**config.mk**
```make
export PLATFORM = sky130hd
export DESIGN_NAME = rap_ctrl
export DESIGN_NICKNAME = d
export VERILOG_FILES = /design/src/logic/rap_pkg.sv /design/src/logic/rap_ctrl.sv
export SDC_FILE = /design/constraint.sdc
export NUM_CORES = 1
export LEC_CHECK = 0
export ABC_CLOCK_PERIOD_IN_PS = 9750
export BUFFER_PORTS_ARGS = -buffer_cell sky130_fd_sc_hd__buf_2
export CAP_MARGIN = 20
export CORE_MARGIN = 1
export CORE_UTILIZATION = 38
export CTS_CLUSTER_SIZE = 24
export DETAILED_ROUTE_END_ITERATION = 10
export SKIP_CTS_REPAIR_TIMING = 1
export SKIP_LAST_GASP = 1
export SYNTH_ARGS = -nofsm -noshare
export SYNTH_HDL_FRONTEND = slang
export SYNTH_SLANG_ARGS = --single-unit
```
**constraint.sdc**
```tcl
create_clock -name ref_clk -period 9.75 [get_ports ref_clk]
set_input_delay 2.925 -clock ref_clk [delete_from_list [all_inputs] [get_ports ref_clk]]
set_output_delay 2.925 -clock ref_clk [all_outputs]
set_load 0.02 [all_outputs]
```
**src/logic/rap_pkg.sv**
```systemverilog
// Overview of operation
// - Poll bit off stays awake, on polls
// - Sleep time doubles from 10 ms
// - Free-running slow tick times sleep
// - Plain poll sleeps once; host re-arms
// - Good-bit target: 0, 2, 4, 8 bits
// - Eight window codes, four bandwidth variants
// - Oversized window makes every bit bad
// - Enough good bits reopen data output
// - Second bad phase sends device back to sleep
// - High and low phase both checked
// - Edge watchdog returns to sleep, disableable
// - Watchdog 5/5/10/20 ms by bandwidth code
// - Edge interval inside window is bad
// - Two bad pulses or none sleep
// - Squelch on at 4/8, off 7/8
// - Squelch enable bit, default off
// - Desense field drives gain reduction code
// - Slicing level field drives threshold select
// - Fast bandwidth bit, default normal
// - Signal-strength offset bit, default none
// - Bandwidth from pins or configuration word
package rap_pkg;
    // Register byte addresses
    localparam logic [3:0] ADDR_CONFIG = 4'h0;
    localparam logic [3:0] ADDR_STATUS = 4'h4;
    localparam int CFG_W = 20;
    localparam logic [19:0] CFG_RESET = 20'h00078;
    // Field positions in the configuration word
    localparam int F_DES_EN = 0;
    localparam int F_DES_LO = 1;
    localparam int F_BW_LO = 3;
    localparam int F_SLICE_LO = 5;
    localparam int F_BCNT_LO = 7;
    localparam int F_WIN_LO = 9;
    localparam int F_SLEEP_LO = 12;
    localparam int F_POLL = 15;
    localparam int F_FAST = 16;
    localparam int F_SQ_EN = 17;
    localparam int F_WD_DIS = 18;
    localparam int F_RSSI = 19;
    // Timing
    localparam int CLK_MHZ = 100;
    localparam int CYC_PER_US = CLK_MHZ;
    localparam int MS_US = 1000;
    localparam int MS_CYCLES = MS_US * CYC_PER_US;
    localparam logic [10:0] SLEEP_BASE_MS = 11'h00a;
    localparam logic [4:0] WD_MS_FAST = 5'h05;
    localparam logic [4:0] WD_MS_MID = 5'h0a;
    localparam logic [4:0] WD_MS_SLOW = 5'h14;
    localparam logic [1:0] BAD_LIMIT = 2'h2;
    localparam logic [3:0] SQ_ON_MAX = 4'h4;
    localparam logic [3:0] SQ_OFF_MIN = 4'h7;
    // Window times in us: [code][variant], variant 0 for widest bandwidth
    localparam logic [9:0] WIN_US [0:7][0:3] = '{
        '{10'd67, 10'd136, 10'd270, 10'd541},
        '{10'd64, 10'd126, 10'd252, 10'd505},
        '{10'd59, 10'd118, 10'd234, 10'd469},
        '{10'd54, 10'd108, 10'd216, 10'd434},
        '{10'd49, 10'd100, 10'd198, 10'd397},
        '{10'd45, 10'd90, 10'd180, 10'd361},
        '{10'd41, 10'd82, 10'd163, 10'd325},
        '{10'd36, 10'd72, 10'd144, 10'd289}};
    // Polling states, Gray along awake-sleep-check-run
    typedef enum logic [1:0] {
        RAP_AWAKE = 2'b00,
        RAP_SLEEP = 2'b01,
        RAP_CHECK = 2'b11,
        RAP_RUN = 2'b10
    } rap_state_t;
endpackage

```
**src/logic/rap_ctrl.sv**
```systemverilog
`timescale 1ns/1ps
`default_nettype none
module rap_ctrl
    import rap_pkg::*;
#(
    parameter int MS_TICK = MS_CYCLES
) (
    input wire logic ref_clk, // System clock
    input wire logic rst, // Synchronous reset
    input wire logic [3:0] s_axi_awaddr, // Write address
    input wire logic s_axi_awvalid, // Write address valid
    output logic s_axi_awready, // Write address ready
    input wire logic [31:0] s_axi_wdata, // Write data
    input wire logic [3:0] s_axi_wstrb, // Write strobes
    input wire logic s_axi_wvalid, // Write data valid
    output logic s_axi_wready, // Write data ready
    output logic [1:0] s_axi_bresp, // Write response
    output logic s_axi_bvalid, // Write response valid
    input wire logic s_axi_bready, // Write response ready
    input wire logic [3:0] s_axi_araddr, // Read address
    input wire logic s_axi_arvalid, // Read address valid
    output logic s_axi_arready, // Read address ready
    output logic [31:0] s_axi_rdata, // Read data
    output logic [1:0] s_axi_rresp, // Read response
    output logic s_axi_rvalid, // Read data valid
    input wire logic s_axi_rready, // Read data ready
    input wire logic sliced_data, // Sliced data from demodulator
    input wire logic bw_select_pin_lo, // Bandwidth select pin, low bit
    input wire logic bw_select_pin_hi, // Bandwidth select pin, high bit
    output logic data_out, // Gated data output
    output logic rx_awake, // Receiver powered up
    output logic desense_en, // Gain reduction on
    output logic [1:0] desense_code, // Gain reduction step
    output logic [1:0] bw_code, // Demodulator bandwidth
    output logic [1:0] slice_code, // Slicing threshold select
    output logic fast_bw, // Fast bandwidth range
    output logic rssi_offset_en, // Signal-strength offset on
    output logic squelch_active // Squelch holding output
);
    logic [19:0] cfg;
    logic cfg_loaded;
    logic [3:0] awaddr_q;
    logic aw_held;
    logic [31:0] wdata_q;
    logic [3:0] wstrb_q;
    logic w_held;
    logic do_write;
    logic [19:0] next_cfg;
    logic poll_arm;
    logic [2:0] data_sync;
    logic [1:0] pin_sync0;
    logic [1:0] pin_sync1;
    logic edge_seen;
    logic [16:0] ms_div;
    logic ms_tick;
    rap_state_t state;
    logic [10:0] sleep_cnt;
    logic [10:0] sleep_ms;
    logic [4:0] wd_cnt;
    logic [4:0] wd_ms;
    logic [15:0] phase_cnt;
    logic [15:0] win_cyc;
    logic phase_bad;
    logic high_bad;
    logic timing;
    logic [1:0] bad_cnt;
    logic [3:0] good_cnt;
    logic [3:0] good_need;
    logic [7:0] sq_hist;
    logic [3:0] sq_pop;
    logic bit_done;
    logic bit_good;
    logic pass;

    // Write channel: address and data taken in either order
    assign s_axi_awready = !aw_held && !s_axi_bvalid;
    assign s_axi_wready = !w_held && !s_axi_bvalid;
    assign do_write = aw_held && w_held && !s_axi_bvalid;
    always_ff @(posedge ref_clk) begin
        if (rst) begin
            aw_held <= 1'b0;
            w_held <= 1'b0;
            awaddr_q <= 4'h0;
            wdata_q <= 32'h0;
            wstrb_q <= 4'h0;
            s_axi_bvalid <= 1'b0;
            s_axi_bresp <= 2'h0;
        end else begin
            if (s_axi_awvalid && s_axi_awready) begin
                aw_held <= 1'b1;
                awaddr_q <= s_axi_awaddr;
            end
            if (s_axi_wvalid && s_axi_wready) begin
                w_held <= 1'b1;
                wdata_q <= s_axi_wdata;
                wstrb_q <= s_axi_wstrb;
            end
            if (do_write) begin
                aw_held <= 1'b0;
                w_held <= 1'b0;
                s_axi_bvalid <= 1'b1;
                s_axi_bresp <= (awaddr_q == ADDR_CONFIG || awaddr_q == ADDR_STATUS) ?
                    2'h0 : 2'h3;
            end else if (s_axi_bvalid && s_axi_bready) begin
                s_axi_bvalid <= 1'b0;
            end
        end
    end

    // New word merged from the enabled byte lanes
    always_comb begin
        next_cfg = cfg;
        if (wstrb_q[0]) next_cfg[7:0] = wdata_q[7:0];
        if (wstrb_q[1]) next_cfg[15:8] = wdata_q[15:8];
        if (wstrb_q[2]) next_cfg[19:16] = wdata_q[19:16];
    end

    // Configuration word replaced in a single step
    always_ff @(posedge ref_clk) begin
        if (rst) begin
            cfg <= CFG_RESET;
            cfg_loaded <= 1'b0;
            poll_arm <= 1'b0;
        end else begin
            poll_arm <= 1'b0;
            if (do_write && awaddr_q == ADDR_CONFIG) begin
                cfg <= next_cfg;
                cfg_loaded <= 1'b1;
                poll_arm <= next_cfg[F_POLL] && !cfg[F_POLL];
            end
        end
    end

    // Read channel: one cycle to the answer
    assign s_axi_arready = !s_axi_rvalid;
    always_ff @(posedge ref_clk) begin
        if (rst) begin
            s_axi_rvalid <= 1'b0;
            s_axi_rdata <= 32'h0;
            s_axi_rresp <= 2'h0;
        end else if (s_axi_arvalid && s_axi_arready) begin
            s_axi_rvalid <= 1'b1;
            s_axi_rresp <= 2'h0;
            s_axi_rdata <= 32'h0;
            case (s_axi_araddr)
                ADDR_CONFIG: s_axi_rdata <= 32'h0;
                ADDR_STATUS: s_axi_rdata <= {22'h0, good_cnt, bw_code, squelch_active,
                    cfg_loaded, state};
                default: s_axi_rresp <= 2'h3;
            endcase
        end else if (s_axi_rvalid && s_axi_rready) begin
            s_axi_rvalid <= 1'b0;
        end
    end

    // Pin synchronisers
    always_ff @(posedge ref_clk) begin
        if (rst) begin
            data_sync <= 3'h0;
            pin_sync0 <= 2'h3;
            pin_sync1 <= 2'h3;
        end else begin
            data_sync <= {data_sync[1:0], sliced_data};
            pin_sync0 <= {bw_select_pin_hi, bw_select_pin_lo};
            pin_sync1 <= pin_sync0;
        end
    end
    assign edge_seen = data_sync[2] ^ data_sync[1];

    // Static settings driven out of the word, bandwidth from the pins until the word is first written
    always_ff @(posedge ref_clk) begin
        if (rst) begin
            bw_code <= 2'h3;
            desense_en <= 1'b0;
            desense_code <= 2'h0;
            slice_code <= 2'h3;
            fast_bw <= 1'b0;
            rssi_offset_en <= 1'b0;
        end else begin
            bw_code <= cfg_loaded ? cfg[F_BW_LO +: 2] : pin_sync1;
            desense_en <= cfg[F_DES_EN];
            desense_code <= cfg[F_DES_LO +: 2];
            slice_code <= {cfg[F_SLICE_LO + 1], cfg[F_SLICE_LO]};
            fast_bw <= cfg[F_FAST];
            rssi_offset_en <= cfg[F_RSSI];
        end
    end

    // Slow tick standing in for the low-power oscillator, never gated
    always_ff @(posedge ref_clk) begin
        if (rst) begin
            ms_div <= 17'h0;
            ms_tick <= 1'b0;
        end else begin
            ms_tick <= 1'b0;
            if (ms_div == 17'(MS_TICK - 1)) begin
                ms_div <= 17'h0;
                ms_tick <= 1'b1;
            end else begin
                ms_div <= ms_div + 17'h1;
            end
        end
    end

    // Derived periods and targets
    always_comb begin
        sleep_ms = SLEEP_BASE_MS << cfg[F_SLEEP_LO +: 3];
        case (bw_code)
            2'h3: wd_ms = WD_MS_FAST;
            2'h2: wd_ms = WD_MS_FAST;
            2'h1: wd_ms = WD_MS_MID;
            default: wd_ms = WD_MS_SLOW;
        endcase
        case (cfg[F_BCNT_LO +: 2])
            2'h1: good_need = 4'h2;
            2'h2: good_need = 4'h4;
            2'h3: good_need = 4'h8;
            default: good_need = 4'h0;
        endcase
        win_cyc = 16'(WIN_US[cfg[F_WIN_LO +: 3]][~bw_code] * CYC_PER_US);
    end

    // Phase length between edges
    always_ff @(posedge ref_clk) begin
        if (rst) begin
            phase_cnt <= 16'h0;
            timing <= 1'b0;
            high_bad <= 1'b0;
        end else if (!rx_awake) begin
            phase_cnt <= 16'h0;
            timing <= 1'b0;
            high_bad <= 1'b0;
        end else if (edge_seen) begin
            phase_cnt <= 16'h0;
            timing <= 1'b1;
            // A high phase whose start was never seen cannot count as good
            if (!data_sync[1]) high_bad <= phase_bad || !timing;
        end else if (phase_cnt != 16'hffff) begin
            phase_cnt <= phase_cnt + 16'h1;
        end
    end
    // Too short a phase is bad, so a window above the edge spacing fails all
    assign phase_bad = timing && (phase_cnt < win_cyc);
    // A bit closes on the rising edge that ends its low phase
    assign bit_done = edge_seen && data_sync[1] && timing;
    assign bit_good = !phase_bad && !high_bad;

    // Polling sequencer
    always_ff @(posedge ref_clk) begin
        if (rst) begin
            state <= RAP_AWAKE;
            sleep_cnt <= 11'h0;
            wd_cnt <= 5'h0;
            bad_cnt <= 2'h0;
            good_cnt <= 4'h0;
        end else if (!cfg[F_POLL]) begin
            state <= RAP_AWAKE;
        end else begin
            case (state)
                RAP_AWAKE: begin
                    if (poll_arm) begin
                        state <= RAP_SLEEP;
                        sleep_cnt <= 11'h0;
                    end
                end
                RAP_SLEEP: begin
                    if (ms_tick) sleep_cnt <= sleep_cnt + 11'h1;
                    if (ms_tick && sleep_cnt + 11'h1 >= sleep_ms) begin
                        wd_cnt <= 5'h0;
                        bad_cnt <= 2'h0;
                        good_cnt <= 4'h0;
                        state <= (good_need == 4'h0) ? RAP_RUN : RAP_CHECK;
                    end
                end
                RAP_CHECK: begin
                    if (edge_seen) begin
                        wd_cnt <= 5'h0;
                    end else if (ms_tick) begin
                        wd_cnt <= wd_cnt + 5'h1;
                    end
                    if (edge_seen && phase_bad && bad_cnt + 2'h1 >= BAD_LIMIT) begin
                        state <= RAP_SLEEP;
                        sleep_cnt <= 11'h0;
                    end else if (!cfg[F_WD_DIS] && ms_tick && !edge_seen &&
                                 wd_cnt + 5'h1 >= wd_ms) begin
                        state <= RAP_SLEEP;
                        sleep_cnt <= 11'h0;
                    end else begin
                        if (edge_seen && phase_bad) bad_cnt <= bad_cnt + 2'h1;
                        if (bit_done && bit_good) begin
                            good_cnt <= good_cnt + 4'h1;
                            if (good_cnt + 4'h1 >= good_need) state <= RAP_RUN;
                        end
                    end
                end
                RAP_RUN: begin
                    if (poll_arm) begin
                        state <= RAP_SLEEP;
                        sleep_cnt <= 11'h0;
                    end
                end
                default: state <= RAP_AWAKE;
            endcase
        end
    end
    // Power-up control from a flip-flop, so a two-bit state step cannot glitch it
    always_ff @(posedge ref_clk) begin
        if (rst) begin
            rx_awake <= 1'b1;
        end else begin
            rx_awake <= (state != RAP_SLEEP);
        end
    end

    // Squelch history over the last eight bits
    always_comb begin
        sq_pop = 4'h0;
        for (int i = 0; i < 8; i++) begin
            sq_pop = sq_pop + {3'h0, sq_hist[i]};
        end
    end
    always_ff @(posedge ref_clk) begin
        if (rst) begin
            sq_hist <= 8'hff;
            squelch_active <= 1'b0;
        end else if (!cfg[F_SQ_EN]) begin
            sq_hist <= 8'hff;
            squelch_active <= 1'b0;
        end else begin
            if (bit_done) sq_hist <= {sq_hist[6:0], bit_good};
            if (sq_pop <= SQ_ON_MAX) squelch_active <= 1'b1;
            else if (sq_pop >= SQ_OFF_MIN) squelch_active <= 1'b0;
        end
    end

    // Data output gate
    assign pass = (state == RAP_AWAKE || state == RAP_RUN) && !squelch_active;
    always_ff @(posedge ref_clk) begin
        if (rst) begin
            data_out <= 1'b0;
        end else begin
            data_out <= pass && data_sync[2];
        end
    end
endmodule
`default_nettype wire

```
==> impl_metrics.ini, run 1 <==
[outcome]
outcome = completed

[placed_design]
port_buffers = 71
place_worst_setup_slack_ns = 2.523
gp_congestion = 0.7621
dpl_cell_area_um2 = 8867
dpl.hpwl_um = 11900

[worst_setup_path]
critical_path_buf_inv_count = 3
crit_chain = nor2b_1 -> o21bai_1 -> a21oi_1 -> a21oi_1 -> inv_1 -> ha_1 -> ha_1 -> inv_1 -> fa_1 -> inv_1 -> ha_1 -> a21oi_1 -> o21ai_0 -> a2111oi_1 -> o31ai_1 -> a21oi_1 -> xnor2_1 -> ha_1 -> and4_1 -> a221oi_1 -> nand4_1 -> a41oi_2 -> mux2_2 -> nor2_1
path_delay_family = compound AO/OA/AOI/OAI gates
rr_worst_depth = 24
start_kind = flip-flop
cpPeakStageDelay_ns = 1.05
path_depth = 24
cp.arrival_ns = 7.44
cp_max_fo = 30
required_ns = 10.02
crit_type = flip-flop to flip-flop
crit_slowest_cell = dfxtp_1
end_kind = flip-flop

[drt]
wl_per_cell_um = 12.36
drt_iter0_drc = 293
dr.pass1.iters = 4
vias = 6591
via_per_inst = 4.897
ant_nets = 0
wirelength_um = 16640
drc_errors = 0

[sta]
rsz0062_at_grt = no
final.setup.tns_ns = 0
layout_min_cycle_time_ns = 7.168
finalSetupViolCount = 0
slew_viol_final = 0
slew_headroom = 0.2664
fin_crit_sh = 0.7351
tightestPinTransition_ns = 1.099
hold_slack_ns = 0.4163
finalHoldViolations = 0
fin_skew_ns = 0.01123
max_clock_freq_ghz = 0.1395
fin_ws_ns = 2.582

[worst_hold_path]
hold_path_class = flip-flop to flip-flop
min_path_cells = 1

[yosys]
ys_warn_count = 0
synth_edf_count = 0
synth_area_leaders = dfxtp_1 (36%), ha_1 (12%), nand2_1 (6.3%)
yosys.cell_count.top_type = dfxtp_1
synth_top_area_frac = 0.3602
synth.avg_cell_area_um2 = 8.356
ys_async_sr_fraction = 0
synthDistinctLibCells = 66
synth_top_area_cell = dfxtp_1
synth_area_um2 = 8448
ys_ff_latch = 152
synth_common_cells = dfxtp_1 (152), nand2_1 (142), nor2_1 (93)
ys.flop_type = dfxtp_1
yosysSeqAreaShare = 0.3602
postSynthCellCount = 1011

[job]
drv_cap = 0

[clocking]
cts_tree = done
cts_root_buf = clkbuf_16
cts-htree-levels = 4
cts_buffers = 17
cts.sinks = 152
clk_pin_slew_ns = 0.07
clock_latency_ns = 0.42
ctsLongestPathBuffers = 2

[power_and_ir_drop]
cellPowerDensity_nw_per_um2 = 156.8
p_leak_nw = 4.055
max-vdd-ir-drop_mv = 0.1218

[die]
initial_core_util = 0.3871
ios = 107
rows = 54
coreArea_um2 = 21820
dieArea_um2 = 22830
die_w_um = 151.1
die_y_um = 151.1

[layout]
multi_input_area_um2 = 4906
diodes = 0
final_area_um2 = 9498
drive_gt1_frac = 0.1229
areaGrowthSynthToFinish_pct = 12.43
fillCellCount = 2210
fin_util = 0.4352
register_area_um2 = 3043
layout.nets = 1195

[grt]
grt_start_max_net_pins = 89
grt_use_met1 = 0.2090
antenna_found_initial = 0
use_met2 = 0.2378
grt_use_total = 0.1521
grt_pass1_vias = 5995
grt_pass1_wl_um = 28010
gr-total-overflow = 0
grt_util_met3 = 0.03223
busiest_layer = met2
[per-layer routing]
layer / wire length, um / share of wire
met5: 0 / 0
met4: 186 / 0.011
met1: 8621 / 0.52
met3: 427 / 0.026
met2: 7400 / 0.44
[power by group]
group / leakage [nW] / switching, mW / total [mW] / internal [mW]
sequential: 1.23 / 0.0126 / 0.648 / 0.635
combinational: 2.51 / 0.0829 / 0.136 / 0.0529
clock: 0.313 / 0.290 / 0.706 / 0.415
total: 4.06 / 0.386 / 1.49 / 1.10
[sequential cells by signal (all words and copies together) (netlist names), 3 cells and up]
signal	cells
awaddr_q	4
cfg	20
data_sync	3
good_cnt	4
ms_div	17
phase_cnt	16
s_axi_rdata	10
sleep_cnt	11
sq_hist	8
wd_cnt	5
wdata_q	20
wstrb_q	3
[cells in the final DEF (no fill, tap or decap), types with 17 or more instances in the layout]
| cell | count |
|---|---|
| nor2_1 | 93 |
| dfxtp_1 | 152 |
| nand3_1 | 42 |
| nand2_1 | 142 |
| o21ai_0 | 21 |
| ha_1 | 79 |
| buf_2 | 70 |
| xor2_1 | 30 |
| a21oi_1 | 78 |
| conb_1 | 22 |
| clkbuf_16 | 17 |
| inv_1 | 54 |
| nor2b_1 | 19 |
| nand2b_1 | 26 |
| xnor2_1 | 20 |
[cells by family (layout without fill, tap and decap cells)]
| logic type | Yosys count | in the layout | share of synthesized area |
|---|---|---|---|
| xor+xnor | 50 | 50 | 0.05184 |
| buf+inv | 124 | 158 | 0.06842 |
| mux | 11 | 11 | 0.01318 |
| flops | 152 | 152 | 0.3602 |
| simple gates | 409 | 409 | 0.2342 |
| fa+ha+maj | 88 | 88 | 0.1383 |
| other cells | 1 | 22 | 0.0004439 |
| compound gates | 176 | 176 | 0.1334 |
[worst paths after layout]
| check | startpoint | endpoint | slack, ns |
|---|---|---|---|
| min reg2reg | pin_sync0[1]$_SDFF_PP1_ | pin_sync1[1]$_SDFF_PP1_ | 0.42 |
| min | pin_sync0[1]$_SDFF_PP1_ | pin_sync1[1]$_SDFF_PP1_ | 0.42 |
| max | bw_code[0]$_SDFF_PP1_ | sleep_cnt[0]$_SDFFE_PP0P_ | 2.58 |
| max reg2reg | bw_code[0]$_SDFF_PP1_ | sleep_cnt[0]$_SDFFE_PP0P_ | 2.58 |
[layout make-up]
cell class	count	share of cell area
timing repair buffer	72	0.03847
clock buffer	17	0.04479
sequential	152	0.3204
inverter	54	0.02134
tap	280	0.03689
multi-input combinational	756	0.5165
clock inverter	15	0.02160
[per-stage QoR]
stage,total power [mW],std cells
after floorplan,0.7719,1032
after CTS,1.506,1346
after detailed placement,0.7987,1314
after global placement,0.7963,1314
final,1.489,1346
after global routing,1.559,1346
No activity file was read; power rests on OpenSTA's default activity.
==> inputs of run 2 (changes only) <==
ABC_CLOCK_PERIOD_IN_PS = 7100   (was 9750)
clock period = 7.1 ns   (was 9.75 ns; I/O delays follow)
==> impl_metrics.ini, run 2 (same netlist as run 1, synthesis figures left out) <==
[outcome]
outcome = completed

[sta]
slew_headroom = 0.3132
layout_min_cycle_time_ns = 6.484
max_clock_freq_ghz = 0.1542
fin_crit_sh = 0.9132
slew_viol_final = 0
finalHoldViolations = 0
rsz0062_at_grt = no
tightestPinTransition_ns = 1.028
fin_skew_ns = 0.01326
final.setup.tns_ns = 0
finalSetupViolCount = 0

[clocking]
clock_latency_ns = 0.43
cts_root_buf = clkbuf_16
ctsLongestPathBuffers = 2
cts_tree = done
cts_buffers = 17
clk_pin_slew_ns = 0.07
cts-htree-levels = 4
cts.sinks = 152

[worst_setup_path]
crit_type = flip-flop to flip-flop
crit_end = sleep_cnt[2]$_SDFFE_PP0P_
crit_path_start = cfg[10]$_SDFFE_PP0P_
cp_max_fo = 14
cp.arrival_ns = 6.75
timing.rr.start = cfg[10]$_SDFFE_PP0P_
r2r-end = sleep_cnt[2]$_SDFFE_PP0P_
rr_worst_depth = 25
end_kind = flip-flop
rrSetupSlack_ns = 0.62
required_ns = 7.37
start_kind = flip-flop

[die]
die_y_um = 151.1
dieArea_um2 = 22830
die_w_um = 151.1
ios = 107
coreArea_um2 = 21820
initial_core_util = 0.3871
rows = 54

[placed_design]
port_buffers = 71
dpl.hpwl_um = 11990
gp_congestion = 0.7529
placed_cells = 1318

[layout]
drive_gt1_frac = 0.1262
stdcell_count = 1350
areaGrowthSynthToFinish_pct = 12.66
final_cell_mix = dfxtp_1 (152), nand2_1 (142), nor2_1 (93)
fillCellCount = 2173
final_common_cell = dfxtp_1
layout.nets = 1199
diodes = 0
reg_top3 = cfg x20, wdata_q x20, ms_div x17

[drt]
drc_errors = 0
met3_length_um = 447
met2_wirelength_um = 7365
drt_iter0_drc = 287
via_per_inst = 4.871
wirelength_um = 16720
ant_nets = 0
vias = 6576
wl_per_cell_um = 12.39
dr.pass1.iters = 5
top_layer = met4
wl_met1_um = 8709

[grt]
grt_start_max_net_pins = 89
antenna_found_initial = 0
grt_pass1_vias = 5916
gr-total-overflow = 0
grt_pass1_wl_um = 27630
grt_use_total = 0.1504

[power_and_ir_drop]
cellPowerDensity_nw_per_um2 = 211.1
p_leak_nw = 4.064
max-vdd-ir-drop_mv = 0.1442

[job]
drv_cap = 0

[worst_hold_path]
hold_path_class = flip-flop to flip-flop
-- run 2: changes by cell type in the layout (fill, tap and decap cells not counted), sizes merged --
cell,change
buf,+4
bufinv,-2
clkinv,+2
-- run 2: worst min-delay path by stage --
stage	start	endpoint	slack, ns	depth (start not counted)
2_1_floorplan	pin_sync0[0]$_SDFF_PP1_	pin_sync1[0]$_SDFF_PP1_	0.39	1
3_3_place_gp	pin_sync0[1]$_SDFF_PP1_	pin_sync1[1]$_SDFF_PP1_	0.39	1
3_5_place_dp	pin_sync0[1]$_SDFF_PP1_	pin_sync1[1]$_SDFF_PP1_	0.39	1
4_1_cts	pin_sync0[1]$_SDFF_PP1_	pin_sync1[1]$_SDFF_PP1_	0.41	1
5_1_grt	pin_sync0[0]$_SDFF_PP1_	pin_sync1[0]$_SDFF_PP1_	0.43	1
6_report	pin_sync0[1]$_SDFF_PP1_	pin_sync1[1]$_SDFF_PP1_	0.41	1
-- run 2: worst max-delay path: stages, from the launching register on --
cell and delay, ns:
dfxtp_1 0.48, inv_1 0.16, ha_1 0.33, a21boi_0 0.25
nand2_1 0.09, a31o_2 0.29, ha_1 0.30, ha_1 0.28
inv_1 0.05, fa_1 0.50, inv_1 0.04, ha_1 0.32
a21oi_1 0.21, o21ai_0 0.14, a2111oi_1 0.53, o31ai_1 0.13
a21oi_1 0.20, xnor2_1 0.15, ha_1 0.27, and4_1 0.20
a221oi_1 0.45, nand4_1 0.28, a41oi_2 0.24, buf_4 0.23
o211a_1 0.17, nor3_1 0.04
-- run 2: layout make-up --
type / instances / area (um^2) / area share
clock buffer: 17 / 425.4 / 0.04470
inverter: 54 / 202.7 / 0.02130
timing repair buffer: 76 / 395.4 / 0.04154
clock inverter: 15 / 195.2 / 0.02051
tap: 280 / 350.3 / 0.03681
multi-input combinational: 756 / 4906 / 0.5154
sequential: 152 / 3043 / 0.3197
-- run 2: report_power, final --
part / internal (mW) / switching [mW]
logic: 0.0734 / 0.117
clock network: 0.511 / 0.421
registers: 0.872 / 0.0146
-- run 2: stage by stage --
step | util | total power [mW] | area [um^2] | setup slack [ns] | hold WS (ns)
floorplan | - | 1.060 | 8527 | 1.472 | 0.3895
global placement | 0.4077 | 1.095 | 8897 | 0.6741 | 0.3919
detailed placement | 0.4077 | 1.098 | 8897 | 0.5434 | 0.3937
CTS | 0.4361 | 2.034 | 9518 | 0.5102 | 0.4111
global route | 0.4361 | 2.098 | 9518 | 0.08730 | 0.4278
finish | 0.4361 | 2.009 | 9518 | 0.6160 | 0.4092
-- run 2: per-layer routing --
layer | global-route usage | vias to the layer above
met4 | 0.05250 | 0
met5 | 0 | -
met3 | 0.02831 | 15
li1 | - | 3509
met2 | 0.2339 | 96
met1 | 0.2071 | 2956
==> inputs of run 3 (changes only) <==
CTS_BUF_LIST = sky130_fd_sc_hd__clkbuf_4 sky130_fd_sc_hd__clkbuf_8   (was unset)
==> impl_metrics.ini, run 3 (same netlist as run 1, synthesis figures left out) <==
[layout]
reg_top3 = cfg x20, wdata_q x20, ms_div x17
final_area_um2 = 9326
layout.nets = 1199
fin_util = 0.4274
final_cell_mix = dfxtp_1 (152), nand2_1 (142), nor2_1 (93)
areaGrowthSynthToFinish_pct = 10.40
diodes = 0
final_common_cell = dfxtp_1
drive_gt1_frac = 0.1262

[worst_hold_path]
min_from = pin_sync0[1]$_SDFF_PP1_
holdPathEnd = pin_sync1[1]$_SDFF_PP1_
min_path_cells = 1
hold_path_class = flip-flop to flip-flop

[drt]
wirelength_um = 16640
drt_iter0_drc = 310
dr.pass1.iters = 5
via_per_inst = 4.839
vias = 6532
drc_errors = 0
ant_nets = 0
wl_per_cell_um = 12.33

[worst_setup_path]
crit_type = flip-flop to flip-flop
start_kind = flip-flop
crit_slowest_cell = a2111oi_1
r2r-end = sleep_cnt[2]$_SDFFE_PP0P_
required_ns = 7.42
timing.rr.start = cfg[10]$_SDFFE_PP0P_
end_kind = flip-flop
crit_path_start = cfg[10]$_SDFFE_PP0P_
cpPeakStageDelay_ns = 0.53
rr_worst_depth = 25
crit_path_frequent_cell = ha_1
cp_max_fo = 14
rrSetupSlack_ns = 0.60
cp.arrival_ns = 6.82

[placed_design]
place_worst_setup_slack_ns = 0.5434
dpl.hpwl_um = 11990
dpl_cell_area_um2 = 8897
port_buffers = 71
gp_congestion = 0.7529

[power_and_ir_drop]
cellPowerDensity_nw_per_um2 = 190.6
max-vdd-ir-drop_mv = 0.1138
switchingPower_uw = 527.6
switching_share = 0.2969
share_seq_of_total_power = 0.499
p_leak_nw = 3.976
clkPwrFrac = 0.394
comb_power_share = 0.107
intPower_mw = 1.250

[sta]
slew_viol_final = 0
tightestPinTransition_ns = 1.029
finalHoldViolations = 0
max_clock_freq_ghz = 0.1538
fin_crit_sh = 0.9160
slew_headroom = 0.3129
final.setup.tns_ns = 0
rsz0062_at_grt = no
fin_ws_ns = 0.5965
layout_min_cycle_time_ns = 6.503
finalSetupViolCount = 0
fin_skew_ns = 0.01988

[clocking]
cts_buffers = 17
cts.sinks = 152
clk_pin_slew_ns = 0.10
cts-htree-levels = 4
ctsLongestPathBuffers = 2
cts_tree = done
cts_root_buf = clkbuf_8
clock_latency_ns = 0.48

[grt]
gr-total-overflow = 0
grt_pass1_vias = 5879
grt_use_total = 0.1493
grt_pass1_wl_um = 27440
grt_start_max_net_pins = 89
antenna_found_initial = 0

[die]
dieArea_um2 = 22830
die_w_um = 151.1
rows = 54
coreArea_um2 = 21820
ios = 107
die_y_um = 151.1
initial_core_util = 0.3871

[outcome]
outcome = completed

[job]
drv_cap = 0
-- run 3: cell count changes in the layout (fill, tap and decap cells not counted) --
cell / previous run / this run
clkbuf_16: 17 / 0
clkbuf_8: 0 / 17
-- run 3: per-stage QoR --
step	total power [mW]	hold slack, ns	std cells
6_report	1.777	0.4153	1350
5_1_grt	1.866	0.4349	1350
3_5_place_dp	1.098	0.3937	1318
2_1_floorplan	1.060	0.3895	1032
4_1_cts	1.802	0.4181	1350
3_3_place_gp	1.095	0.3919	1318
-- run 3: routing by layer --
| layer | up-vias | routed length, um | GRT usage | share of wire |
|---|---|---|---|---|
| met5 | - | 0 | 0 | 0 |
| met2 | 92 | 7336 | 0.2300 | 0.44 |
| met3 | 17 | 472 | 0.03193 | 0.028 |
| li1 | 3505 | - | - | - |
| met1 | 2918 | 8636 | 0.2065 | 0.52 |
| met4 | 0 | 193 | 0.04800 | 0.012 |
-- run 3: worst max-delay path: cells and delay by family, from the launching register on --
family / cells / cell delay (ns)
compound gates: 10 / 2.62
fa+ha+maj: 6 / 2.00
simple gates: 4 / 0.62
flops: 1 / 0.49
buf+inv: 4 / 0.48
xor+xnor: 1 / 0.15
-- run 3: cell type report --
type                    count  area, um^2
flip-flops and latches    152        3043
repair buffers             76       395.4
fillers                  2195       12500
well taps                 280       350.3
inverters                  54       202.7
clock inverters            15       195.2
multi-input cells         756        4906
clock buffers              17       234.0
-- run 3: how the worst max path moves through the flow --
| stage | to | slack, ns |
|---|---|---|
| floorplan | sleep_cnt[2]$_SDFFE_PP0P_ | 1.47 |
| global placement | sleep_cnt[2]$_SDFFE_PP0P_ | 0.67 |
| detailed placement | sleep_cnt[2]$_SDFFE_PP0P_ | 0.54 |
| CTS | sleep_cnt[2]$_SDFFE_PP0P_ | 0.52 |
| global route | sleep_cnt[2]$_SDFFE_PP0P_ | 0.08 |
| finish | sleep_cnt[2]$_SDFFE_PP0P_ | 0.60 |
-- run 3: power by group through the flow --
stage | combinational [mW] | clock (mW) | sequential, mW
CTS | 0.193 | 0.722 | 0.887
floorplan | 0.156 | 0 | 0.904
finish | 0.190 | 0.701 | 0.886
global placement | 0.189 | 0 | 0.906
global route | 0.219 | 0.757 | 0.890
detailed placement | 0.192 | 0 | 0.906
